`src/core/apr_pkg.sv`:
```
// Shared constants for the audio port routing and clock monitor block.
// Assumes a 200 MHz system clock and an 8-bit register port.
package apr_pkg;
  // ****************************************
  // Register map
  // ****************************************
  localparam logic [7:0] ADDR_ROUTE = 8'h35;
  localparam logic [7:0] ADDR_RATE  = 8'h37;
  localparam logic [7:0] ADDR_RATIO = 8'h38;
  localparam logic [7:0] ADDR_FLAGS = 8'h39;
  localparam logic [7:0] ROUTE_RST  = 8'h11;
  localparam logic [7:0] MON_RST    = 8'h00;
  localparam int LSRC_LSB     = 4;
  localparam int RSRC_LSB     = 0;
  localparam int RATIO_HI_LSB = 4;
  localparam int RESV_LSB     = 6;
  // Output source selector codes
  typedef enum logic [1:0] {
    SRC_MUTE  = 2'h0,
    SRC_OWN   = 2'h1,
    SRC_OTHER = 2'h2,
    SRC_RSVD  = 2'h3
  } apr_src_type;
  // Detected sample rate codes
  localparam logic [3:0] RATE_ERR = 4'h0;
  localparam logic [3:0] RATE_16K = 4'h4;
  localparam logic [3:0] RATE_32K = 4'h6;
  localparam logic [3:0] RATE_48K = 4'h9;
  localparam logic [3:0] RATE_96K = 4'hB;
  localparam logic [3:0] RATE_192K = 4'hD;
  // Flag bit positions
  localparam int FLG_RATE     = 0;
  localparam int FLG_SCLK_OK  = 1;
  localparam int FLG_MISSING  = 2;
  localparam int FLG_PLL_LOCK = 3;
  localparam int FLG_PLL_OVR  = 4;
  localparam int FLG_SCLK_OVR = 5;
  // ****************************************
  // Timing
  // ****************************************
  localparam int CLK_NS        = 5;
  localparam int FRAME16_NS    = 62500;
  localparam int FRAME32_NS    = 31250;
  localparam int FRAME48_NS    = 20833;
  localparam int FRAME96_NS    = 10417;
  localparam int FRAME192_NS   = 5208;
  localparam int SCLK_MISS_NS  = 2000;
  localparam int SCLK_MISS_CYC = SCLK_MISS_NS / CLK_NS;
  localparam int SCLK_MIN_NS   = 30;
  localparam int SCLK_MIN_CYC  = (SCLK_MIN_NS + CLK_NS - 1) / CLK_NS;
  localparam int RATIO_MIN     = 32;
  localparam int RATIO_MAX     = 512;
  localparam int TOL_SHIFT     = 5;
endpackage

```
`src/core/apr_smp_if.sv`:
```
// Carries one received stereo sample pair between receiver and router.
// Assumes both ends run on the same system clock.
`timescale 1ns/1ps
`default_nettype none
interface apr_smp_if #(parameter int SAMPLE_W = 24);
  logic [SAMPLE_W-1:0] left;
  logic [SAMPLE_W-1:0] right;
  logic                strobe;
  modport tx (output left, output right, output strobe);
  modport rx (input left, input right, input strobe);
endinterface
`default_nettype wire

```
`src/core/apr_serial_rx.sv`:
```
// Serial audio deserialiser: shifts data on bit clock rising edges.
// Assumes synchronised frame clock and data, and a one-cycle edge pulse.
`timescale 1ns/1ps
`default_nettype none
module apr_serial_rx #(
  parameter int SAMPLE_W = 24
) (
  input  wire logic clk,
  input  wire logic rst_n,
  input  wire logic sclk_rise,
  input  wire logic lrclk_s,
  input  wire logic sdin_s,
  apr_smp_if.tx     smp
);
  logic [SAMPLE_W-1:0] shift_r;
  logic                lr_last_r;

  // Shift in MSB first; the last SAMPLE_W bits before a slot change win
  always_ff @(posedge clk) begin
    if (!rst_n) begin
      shift_r   <= '0;
      lr_last_r <= 1'b0;
    end else if (sclk_rise) begin
      shift_r   <= {shift_r[SAMPLE_W-2:0], sdin_s};
      lr_last_r <= lrclk_s;
    end
  end

  // Latch a slot at each frame clock change; pair completes after right slot
  always_ff @(posedge clk) begin
    if (!rst_n) begin
      smp.left   <= '0;
      smp.right  <= '0;
      smp.strobe <= 1'b0;
    end else begin
      smp.strobe <= 1'b0;
      if (sclk_rise && (lrclk_s != lr_last_r)) begin
        if (!lr_last_r) begin
          smp.left <= shift_r;
        end else begin
          smp.right  <= shift_r;
          smp.strobe <= 1'b1;
        end
      end
    end
  end
endmodule
`default_nettype wire

```
`src/core/apr_route_mon.sv`:
```
// Output channel routing and serial clock monitor with its registers.
// Assumes the register port and config inputs come from clk logic, and
// the serial pins and PLL status come from outside and are synchronised.
//
// Notes on behaviour
// - Left source: 00 zero, 01 incoming left, 10 incoming right; reset 01.
// - Right source: 00 zero, 01 incoming right, 10 incoming left; reset 01.
// - Read-only rate code: 0 error, 4/6/9/B/D for 16/32/48/96/192 kHz.
// - Rate monitor bits 5-4 hold the two top bits of the ratio.
// - Separate register holds low eight ratio bits; zero after reset.
// - Bit clock valid only when ratio is stable and within 32 to 512.
// - Auto rate mode: flag bit 0 reports whether detected rate is bad.
// - Ignore-rate-error setting never masks the rate error flag.
// - Flag bit 2 set when the bit clock is missing.
// - Flag bit 3 shows PLL lock; a disabled PLL reads unlocked.
// - Flag bit 4 set when the PLL runs over rate.
// - Flag bit 5 set when the bit clock runs over rate.
`timescale 1ns/1ps
`default_nettype none
module apr_route_mon
#(
  parameter int SAMPLE_W  = 24,
  parameter int F16_CYC   = apr_pkg::FRAME16_NS / apr_pkg::CLK_NS,
  parameter int F32_CYC   = apr_pkg::FRAME32_NS / apr_pkg::CLK_NS,
  parameter int F48_CYC   = apr_pkg::FRAME48_NS / apr_pkg::CLK_NS,
  parameter int F96_CYC   = apr_pkg::FRAME96_NS / apr_pkg::CLK_NS,
  parameter int F192_CYC  = apr_pkg::FRAME192_NS / apr_pkg::CLK_NS
) (
  input  wire logic                clk,
  input  wire logic                rst_n,
  input  wire logic                sclk,
  input  wire logic                lrclk,
  input  wire logic                sdin,
  input  wire logic                pll_enable,
  input  wire logic                pll_locked,
  input  wire logic                pll_overrate,
  input  wire logic [2:0]          rate_mode,
  input  wire logic [3:0]          cfg_rate_code,
  input  wire logic                rate_error_ignore,
  input  wire logic [7:0]          reg_addr,
  input  wire logic                reg_wr_en,
  input  wire logic [7:0]          reg_wdata,
  input  wire logic                reg_rd_en,
  output logic [7:0]               reg_rdata_r,
  output logic [SAMPLE_W-1:0]      left_out_r,
  output logic [SAMPLE_W-1:0]      right_out_r,
  output logic                     out_valid_r
);
  import apr_pkg::*;

  // ****************************************
  // Parameter checks
  // ****************************************
  if (SAMPLE_W < 8 || SAMPLE_W > 32) begin : g_bad_w
    $error("SAMPLE_W must lie between 8 and 32");
  end
  if (F16_CYC >= 65535 || F192_CYC < 64) begin : g_bad_f
    $error("Frame cycle counts out of counter range");
  end
  localparam int NSYNC = 6;
  localparam int IX_SCLK = 0;
  localparam int IX_LR   = 1;
  localparam int IX_DIN  = 2;
  localparam int IX_PEN  = 3;
  localparam int IX_PLK  = 4;
  localparam int IX_POV  = 5;

  // ****************************************
  // Input synchronisers
  // ****************************************
  logic [NSYNC-1:0] async_in;
  logic [NSYNC-1:0] sync_q1;
  logic [NSYNC-1:0] sync_q2;
  logic             sclk_q3_r;
  logic             lr_q3_r;
  assign async_in = {pll_overrate, pll_locked, pll_enable, sdin, lrclk, sclk};

  // Two flops per pin; only the second stage feeds any logic
  for (genvar i = 0; i < NSYNC; i++) begin : g_sync
    always_ff @(posedge clk) begin
      if (!rst_n) begin
        sync_q1[i] <= 1'b0;
        sync_q2[i] <= 1'b0;
      end else begin
        sync_q1[i] <= async_in[i];
        sync_q2[i] <= sync_q1[i];
      end
    end
  end

  // Third stage for edge finding
  always_ff @(posedge clk) begin
    if (!rst_n) begin
      sclk_q3_r <= 1'b0;
      lr_q3_r   <= 1'b0;
    end else begin
      sclk_q3_r <= sync_q2[IX_SCLK];
      lr_q3_r   <= sync_q2[IX_LR];
    end
  end

  logic sclk_rise;
  logic frame_start;
  assign sclk_rise   = sync_q2[IX_SCLK] & ~sclk_q3_r;
  // Frame begins with the left slot, i.e. the frame clock falling
  assign frame_start = ~sync_q2[IX_LR] & lr_q3_r;

  // ****************************************
  // Receiver
  // ****************************************
  apr_smp_if #(.SAMPLE_W(SAMPLE_W)) smp ();
  apr_serial_rx #(.SAMPLE_W(SAMPLE_W)) u_rx (
    .clk       (clk),
    .rst_n     (rst_n),
    .sclk_rise (sclk_rise),
    .lrclk_s   (sync_q2[IX_LR]),
    .sdin_s    (sync_q2[IX_DIN]),
    .smp       (smp.tx)
  );

  // ****************************************
  // Registers
  // ****************************************
  logic [7:0]  route_r;
  logic [1:0]  rate_resv_r;
  logic [1:0]  flag_resv_r;
  logic [9:0]  ratio_r;
  logic [3:0]  rate_code_r;
  logic [5:0]  flags_r;
  apr_src_type lsrc;
  apr_src_type rsrc;
  assign lsrc = apr_src_type'(route_r[LSRC_LSB +: 2]);
  assign rsrc = apr_src_type'(route_r[RSRC_LSB +: 2]);

  // Writes land only on writable bits; monitor fields keep their value
  always_ff @(posedge clk) begin
    if (!rst_n) begin
      route_r     <= ROUTE_RST;
      rate_resv_r <= 2'h0;
      flag_resv_r <= 2'h0;
    end else if (reg_wr_en) begin
      unique case (reg_addr)
        ADDR_ROUTE: route_r <= reg_wdata;
        ADDR_RATE:  rate_resv_r <= reg_wdata[RESV_LSB +: 2];
        ADDR_FLAGS: flag_resv_r <= reg_wdata[RESV_LSB +: 2];
        default: ;
      endcase
    end
  end

  // Registered read data; unmapped addresses read zero
  always_ff @(posedge clk) begin
    if (!rst_n) begin
      reg_rdata_r <= MON_RST;
    end else if (reg_rd_en) begin
      unique case (reg_addr)
        ADDR_ROUTE: reg_rdata_r <= route_r;
        ADDR_RATE:  reg_rdata_r <= {rate_resv_r, ratio_r[9:8], rate_code_r};
        ADDR_RATIO: reg_rdata_r <= ratio_r[7:0];
        ADDR_FLAGS: reg_rdata_r <= {flag_resv_r, flags_r};
        default:    reg_rdata_r <= 8'h00;
      endcase
    end
  end

  // ****************************************
  // Frame measurement
  // ****************************************
  logic [9:0]  bclk_cnt_r;
  logic [15:0] frame_cyc_r;
  logic        ratio_stable_r;
  logic [8:0]  gap_r;
  logic        sclk_ovr_r;
  logic [3:0]  rate_code_nxt;

  // Classify a frame length with a window of one part in 32
  function automatic logic [3:0] classify(input logic [15:0] n);
    logic [3:0] code;
    code = RATE_ERR;
    if (in_win(n, F16_CYC)) code = RATE_16K;
    if (in_win(n, F32_CYC)) code = RATE_32K;
    if (in_win(n, F48_CYC)) code = RATE_48K;
    if (in_win(n, F96_CYC)) code = RATE_96K;
    if (in_win(n, F192_CYC)) code = RATE_192K;
    return code;
  endfunction
  function automatic logic in_win(input logic [15:0] n, input int c);
    logic [16:0] lo;
    logic [16:0] hi;
    lo = 17'(c - (c >> TOL_SHIFT));
    hi = 17'(c + (c >> TOL_SHIFT));
    return ({1'b0, n} >= lo) && ({1'b0, n} <= hi);
  endfunction
  assign rate_code_nxt = classify(frame_cyc_r);

  // Count bit clocks and system clocks per frame, saturating
  always_ff @(posedge clk) begin
    if (!rst_n) begin
      bclk_cnt_r  <= 10'h000;
      frame_cyc_r <= 16'h0000;
    end else if (frame_start) begin
      bclk_cnt_r  <= {9'h000, sclk_rise};
      frame_cyc_r <= 16'h0001;
    end else begin
      if (sclk_rise && bclk_cnt_r != 10'h3FF) bclk_cnt_r <= bclk_cnt_r + 10'h001;
      if (frame_cyc_r != 16'hFFFF) frame_cyc_r <= frame_cyc_r + 16'h0001;
    end
  end

  // Publish ratio and rate once per frame; stability needs two equal frames
  always_ff @(posedge clk) begin
    if (!rst_n) begin
      ratio_r        <= 10'h000;
      rate_code_r    <= RATE_ERR;
      ratio_stable_r <= 1'b0;
    end else if (frame_start) begin
      ratio_r        <= bclk_cnt_r;
      rate_code_r    <= rate_code_nxt;
      ratio_stable_r <= (bclk_cnt_r == ratio_r);
    end
  end

  // Gap since last bit clock edge: drives missing and overrate checks
  always_ff @(posedge clk) begin
    if (!rst_n) begin
      gap_r      <= 9'h000;
      sclk_ovr_r <= 1'b0;
    end else if (sclk_rise) begin
      gap_r      <= 9'h000;
      sclk_ovr_r <= (32'(gap_r) + 1) < SCLK_MIN_CYC;
    end else if (32'(gap_r) < SCLK_MISS_CYC) begin
      gap_r <= gap_r + 9'h001;
    end
  end

  // ****************************************
  // Status flags
  // ****************************************
  logic missing;
  logic rate_bad;
  logic ratio_ok;
  assign missing  = (32'(gap_r) >= SCLK_MISS_CYC);
  assign ratio_ok = (32'(ratio_r) >= RATIO_MIN) && (32'(ratio_r) <= RATIO_MAX);
  // Ignore setting plays no part here; it only affects the audio mute
  assign rate_bad = (rate_mode == 3'h0) ? (rate_code_r == RATE_ERR)
                                        : (cfg_rate_code != rate_code_r);

  // Flags are live levels, refreshed every cycle
  always_ff @(posedge clk) begin
    if (!rst_n) begin
      flags_r <= 6'h00;
    end else begin
      flags_r[FLG_RATE]     <= rate_bad | missing;
      flags_r[FLG_SCLK_OK]  <= ratio_stable_r & ratio_ok & ~missing;
      flags_r[FLG_MISSING]  <= missing;
      flags_r[FLG_PLL_LOCK] <= sync_q2[IX_PEN] & sync_q2[IX_PLK];
      flags_r[FLG_PLL_OVR]  <= sync_q2[IX_POV];
      flags_r[FLG_SCLK_OVR] <= sclk_ovr_r & ~missing;
    end
  end

  // ****************************************
  // Output routing
  // ****************************************
  logic mute_all;
  // Rate errors silence audio unless software chose to ignore them
  assign mute_all = flags_r[FLG_RATE] & ~rate_error_ignore;

  function automatic logic [SAMPLE_W-1:0] route(input apr_src_type s,
      input logic [SAMPLE_W-1:0] own, input logic [SAMPLE_W-1:0] other);
    logic [SAMPLE_W-1:0] v;
    v = '0;
    unique case (s)
      SRC_OWN:   v = own;
      SRC_OTHER: v = other;
      SRC_MUTE:  v = '0;
      SRC_RSVD:  v = '0; // Reserved code plays silence
    endcase
    return v;
  endfunction

  // One routed pair per received pair
  always_ff @(posedge clk) begin
    if (!rst_n) begin
      left_out_r  <= '0;
      right_out_r <= '0;
      out_valid_r <= 1'b0;
    end else begin
      out_valid_r <= smp.strobe;
      if (smp.strobe) begin
        left_out_r  <= mute_all ? '0 : route(lsrc, smp.left, smp.right);
        right_out_r <= mute_all ? '0 : route(rsrc, smp.right, smp.left);
      end
    end
  end
endmodule
`default_nettype wire

```
`config.mk`:
```
export PLATFORM = sky130hd
export DESIGN_NAME = apr_route_mon
export DESIGN_NICKNAME = d
export VERILOG_FILES = /design/src/core/apr_pkg.sv /design/src/core/apr_smp_if.sv /design/src/core/apr_serial_rx.sv /design/src/core/apr_route_mon.sv
export SDC_FILE = /design/constraint.sdc
export NUM_CORES = 1
export LEC_CHECK = 0
export BUFFER_PORTS_ARGS = -buffer_cell sky130_fd_sc_hd__buf_2
export CORE_AREA = 2 2 185 187
export DETAILED_ROUTE_END_ITERATION = 12
export DIE_AREA = 0 0 187 189
export SLEW_MARGIN = 40
export SYNTH_ARGS = -nofsm -noshare
export SYNTH_HDL_FRONTEND = slang
export SYNTH_SLANG_ARGS = --single-unit
```
`constraint.sdc`:
```
create_clock -name clk -period 2.2 [get_ports clk]
set_input_delay 0.33 -clock clk [delete_from_list [all_inputs] [get_ports clk]]
set_output_delay 0.33 -clock clk [all_outputs]
set_load 0.01 [all_outputs]
```
== Word level (Yosys, flattened, before mapping) ==
Index checks and enable logic that the tools add are counted.

* Register bits after elaboration: 214
* Output and inout port bits: 57
* Word-level logic and storage cells: 124

* $add $sub $neg: 4
* $lt $le $gt $ge: 15
* Equality and inequality tests: 15
* Mux-type cells: 16
* Bitwise logic cells: 14
* Reduce and logical (&&, ||, !) cells: 24

{| class="wikitable"
|+ Operator list
! operator !! count
|-
| case mux 24 bit (3 select lines) || 2
|-
| 2-to-1 mux 24 bit || 2
|-
| equality test 8 x 6 -> 1 bit, second input constant || 4
|-
| <= comparator 16 x 13 -> 1 bit, second input constant || 2
|-
| case mux 8 bit (4 select lines) || 1
|-
| adder 16 x 1 -> 16 bit, second input constant || 1
|-
| >= comparator 16 x 10 -> 1 bit, second input constant || 1
|-
| >= comparator 16 x 11 -> 1 bit, second input constant || 1
|-
| >= comparator 16 x 12 -> 1 bit, second input constant || 1
|-
| >= comparator 16 x 13 -> 1 bit, second input constant || 1
|-
| >= comparator 16 x 14 -> 1 bit, second input constant || 1
|-
| <= comparator 16 x 11 -> 1 bit, second input constant || 1
|-
| <= comparator 16 x 12 -> 1 bit, second input constant || 1
|-
| <= comparator 16 x 14 -> 1 bit, second input constant || 1
|-
| 2-to-1 mux 4 bit || 4
|-
| != test 16 bit, second input constant || 1
|-
| AND reduction 2 bit || 6
|-
| adder 10 x 1 -> 10 bit, second input constant || 1
|-
| adder 9 x 1 -> 10 bit, second input constant || 1
|-
| equality test 10 bit || 1
|-
| >= comparator 10 x 6 -> 1 bit, second input constant || 1
|-
| <= comparator 10 bit, second input constant || 1
|-
| less-than comparator 10 x 3 -> 1 bit, second input constant || 1
|-
| != test 10 bit, second input constant || 1
|-
| other kinds (18) || 50
|}

== Longest topological paths before layout ==
* Depth after elaboration: 7
* Depth in mapped cells: 8

== Hierarchy ==
From an unflattened synthesis, not the netlist that was laid out.

* Cells, all modules: 1062
* Area, all modules: 9416.5 µm²

{| class="wikitable"
|+ Modules (own cells, without submodules)
! module !! instances !! cells each !! area each (µm²) !! sequential area each (µm²)
|-
| apr_route_mon || 1 || 795 || 6695.2 || 2782.7
|-
| apr_serial_rx || 1 || 267 || 2721.4 || 1481.4
|}

== Least setup slack after synthesis ==
No wires, ideal clock.

* Path type: register -> register
* Start: register frame_cyc_r[0]
* End: register frame_cyc_r[0]
* Library setup time: 0.133 ns
* Arrival time: 1.796 ns
* Data required time: 2.067 ns
* Slack: 0.271 ns
* Cell stages (with the launch flop): 8
* Buffers on the path: 1
* Clock period less this slack: 1.929 ns
* Cells stage by stage: dfxtp_1 ha_1 nand3_4 nor4_4 buf_6 nand2_4 xnor2_1 a21oi_1

* Longest elaborated chain between the ends: 3
* Elaborated cells between the ends (all ways): 5
* Classes of those cells: add/sub (1); eq/ne (1); mux (2); reduce/logical (1)

{| class="wikitable"
|+ RTL lines
! element !! RTL line !! text
|-
| from (decl) || apr_route_mon.sv:170 || <nowiki>logic [15:0] frame_cyc_r;</nowiki>
|-
| from (signal assigned) || apr_route_mon.sv:206 || <nowiki>if (frame_cyc_r != 16'hFFFF) frame_cyc_r <= frame_cyc_r + 16'h0001;</nowiki>
|-
| adder 16 x 1 -> 16 bit || apr_route_mon.sv:206 ||
|-
| 2-to-1 mux 1 bit || apr_route_mon.sv:206 ||
|-
| 2-to-1 mux 1 bit || apr_route_mon.sv:201 || <nowiki>end else if (frame_start) begin</nowiki>
|}

Parallel ways exist; a longest one is shown, timed or not. The select of a mux whose other input is x is not followed.
A chain may end at the register's enable or synchronous reset.

== Worst setup path after layout ==
* Start: register frame_cyc_r[2]
* End: register frame_cyc_r[15]

* Longest elaborated chain between the ends: 1
* Elaborated cells between the ends (all ways): 2
* Classes of those cells: add/sub (1); eq/ne (1)

{| class="wikitable"
|+ RTL lines
! element !! RTL line
|-
| adder 16 x 1 -> 16 bit / != test 16 bit (equally long branches) || apr_route_mon.sv:206
|}

Parallel ways exist; a longest one is shown, timed or not.

==> results.toml <==
[run_status]
outcome = "completed"

[final_layout]
drive_gt1_frac = 0.155
area_delta_synth_final_pct = 18.8
final_nets = 1238
n_antenna_cell = 0
fin_cells = 1661

[detailed_routing]
wl_per_cell_um = 14.2
viasPerCell = 4.78
firstDrtPassIters = 5
drc = 0
drtIter0Drc = 447
vias = 7943
drtAntennaViolNets = 0
wl_mm = 23.5

[clocking]
clk_path_buf_depth = 3
clockRootBuffer = "clkbuf_16"
cts_tree = "built"
cts_sinks = 213
clk_pin_slew_ns = 0.06
htree_num_levels = 1
clk_latency_ns = 0.52
numCtsBuffers = 24
postCtsSetupBuffers = 0

[timing]
timing.final.crit_share = 0.894
slew_viol_final = 0
setup_viol = 0
tightestPinTransition_ns = 0.558
period_needed_ns = 1.97
fmax_mhz = 508
clock_skew_ns = 0.0154
grt_setup_unrepaired = "no"
setup_tns_ns = 0
hold_viol = 0
slew_headroom = 0.628
layout_setup_ws_ns = 0.232

[synth]
yosys_register_bits = 213
synthCells = 1135
syn_nets = 1176
synth_edf_count = 0
seq_area_frac_synth = 0.463
synth_warnings = 0
avgSynthCellArea_sq_um = 8.12
yosysUniqueCellTypes = 75
async_flop_share = 0
syn-cell-area_sq_um = 9210
ys.flop_type = "dfxtp_1"

[floorplan]
io_pins = 91
die_w_um = 187
die_y_um = 189
die_area_sq_um = 35300
start_util = 0.277
core_area_sq_um = 33300
rows = 67

[worst_hold_path]
hold_path_class = "primary input to flip-flop"
min_delay_path_depth = 2
hold_start = "lrclk"
min_to = "sync_q1[1]"

[placement]
place_ws_ns = 0.265
port_buffers = 90
gp_congestion = 0.850
dp_hpwl_mm = 15.7
place_inst = 1617

[grt]
grt_pass1_vias = 7583
grt_usage = 0.131
grt_max_degree = 52
grt_pass1_wl_mm = 38.8
gr-total-overflow = 0
grt_antenna_before_repair = 0

[setup_path]
crit_arrival_ns = 2.41
cp-start-kind = "flip-flop"
slowest_stage = "dfxtp_1"
r2r_end = "frame_cyc_r[15]"
critPathMaxStageDelay_ns = 0.65
reg2reg_slack_ns = 0.23
cp_max_fo = 16
end_kind = "flip-flop"
r2r_start = "frame_cyc_r[2]"
path_class = "flip-flop to flip-flop"
cp_cell_sequence = "nand3_4, nor4_4, buf_4, a21oi_1, mux2_2, nor2_1"
required_ns = 2.65
r2r_cells = 6

[power_and_ir_drop]
ir_drop_mv = 0.407
leakage_nw = 3.96
p_per_area_nw_per_um2 = 742

[job]
max-cap-violations = 0
==> final cells by class <==
cell class	count	area, sq um
Multi-Input combinational cell	821	4530
Inverter	12	47.5
Timing Repair Buffer	125	756
Sequential cell	213	4260
Clock buffer	34	708
Fill cell	3521	22300
Tap cell	448	561
Clock inverter	8	80.1
==> what timing repair did <==
action	4_1_cts	5_1_grt
hold buffers	2	0
resized for setup	0	0
endpoints found under the hold margin	2	0
==> worst max-delay path by stage <==
| stage | slack [ns] | startpoint | end |
|---|---|---|---|
| 4_1_cts | 0.24 | frame_cyc_r[2] | frame_cyc_r[15] |
| 3_3_place_gp | 0.28 | frame_cyc_r[3] | frame_cyc_r[15] |
| 5_1_grt | 0.05 | frame_cyc_r[0] | rate_code_r[2] |
| 3_5_place_dp | 0.26 | frame_cyc_r[2] | frame_cyc_r[15] |
| 6_report | 0.23 | frame_cyc_r[2] | frame_cyc_r[15] |
| 2_1_floorplan | 0.27 | frame_cyc_r[0] | frame_cyc_r[0] |
==> cells in the final DEF (no fill, tap or decap), types with 18 or more instances in the layout <==
cell and count:
nor2_1 157, nand3_1 31, mux2i_1 22, buf_4 30, xor2_1 19, buf_2 90
dfxtp_1 213, nand2_1 195, xnor2_1 18, clkbuf_16 24, a22oi_1 52, a21oi_1 156
==> Yosys cell counts (5+ instances only) <==
cell / number / share of area
nor2b_1: 11 / 0.0075
and3_1: 10 / 0.0068
o22ai_1: 6 / 0.0041
inv_1: 11 / 0.0045
mux2i_1: 22 / 0.024
xor2_1: 19 / 0.018
nor4_1: 8 / 0.0054
clkbuf_1: 70 / 0.029
nand4_1: 7 / 0.0048
o21ai_0: 9 / 0.0049
a22oi_1: 52 / 0.042
xnor2_1: 18 / 0.017
nor3_1: 10 / 0.0054
dfxtp_1: 213 / 0.46
nand3_1: 31 / 0.017
a21oi_1: 156 / 0.085
nor2_1: 157 / 0.064
nand2_1: 195 / 0.079
and2_1: 16 / 0.011
buf_2: 8 / 0.0043
buf_6: 5 / 0.0061
a31oi_1: 7 / 0.0048
nand2b_1: 7 / 0.0048
ha_1: 7 / 0.0095
==> power breakdown <==
group	internal, mW	total [mW]	switching, mW
Sequential	3.89	3.91	0.0262
Clock	2.35	3.93	1.58
Combinational	0.0997	0.271	0.172
Total	6.34	8.12	1.78
==> flip-flops by register name (all words and copies together), names as in the netlist, 6 cells and up <==
signal	cells
reg_rdata_r	8
flags_r	6
ratio_r	10
sync_q2	6
sync_q1	6
frame_cyc_r	16
u_rx.smp.left	24
right_out_r	24
route_r	8
left_out_r	24
bclk_cnt_r	10
u_rx.shift_r	24
gap_r	9
u_rx.smp.right	24
==> worst max-delay path: cells and delay by family (launching register included) <==
family,cells,cell delay (ns)
mux,1,0.26
buf+inv,1,0.30
flops,1,0.65
simple gates,3,0.58
compound gates,1,0.10
==> logic make-up after synthesis <==
logic type,share of synthesized area
buf+inv,0.0479
fa+ha+maj,0.00951
flops,0.463
compound gates,0.184
mux,0.0251
simple gates,0.236
xor+xnor,0.0352
==> per-layer routing <==
| layer | track usage | wire length, um |
|---|---|---|
| met1 | 0.182 | 11300 |
| met2 | 0.207 | 10400 |
| met3 | 0.0234 | 1300 |
| met4 | 0.0409 | 543 |
| met5 | 0 | 0 |
==> stage by stage <==
step / instance area [sq um] / total power, mW / hold WS [ns] / utilization
floorplan: 9210 / 4.15 / 0.412 / -
global placement: 10100 / 4.27 / 0.417 / 0.305
detailed placement: 10100 / 4.27 / 0.421 / 0.305
CTS: 10900 / 8.24 / 0.00134 / 0.329
global route: 10900 / 8.43 / 0.0117 / 0.329
finish: 10900 / 8.12 / 0.0217 / 0.329
Power figures use the tool's default switching activity.
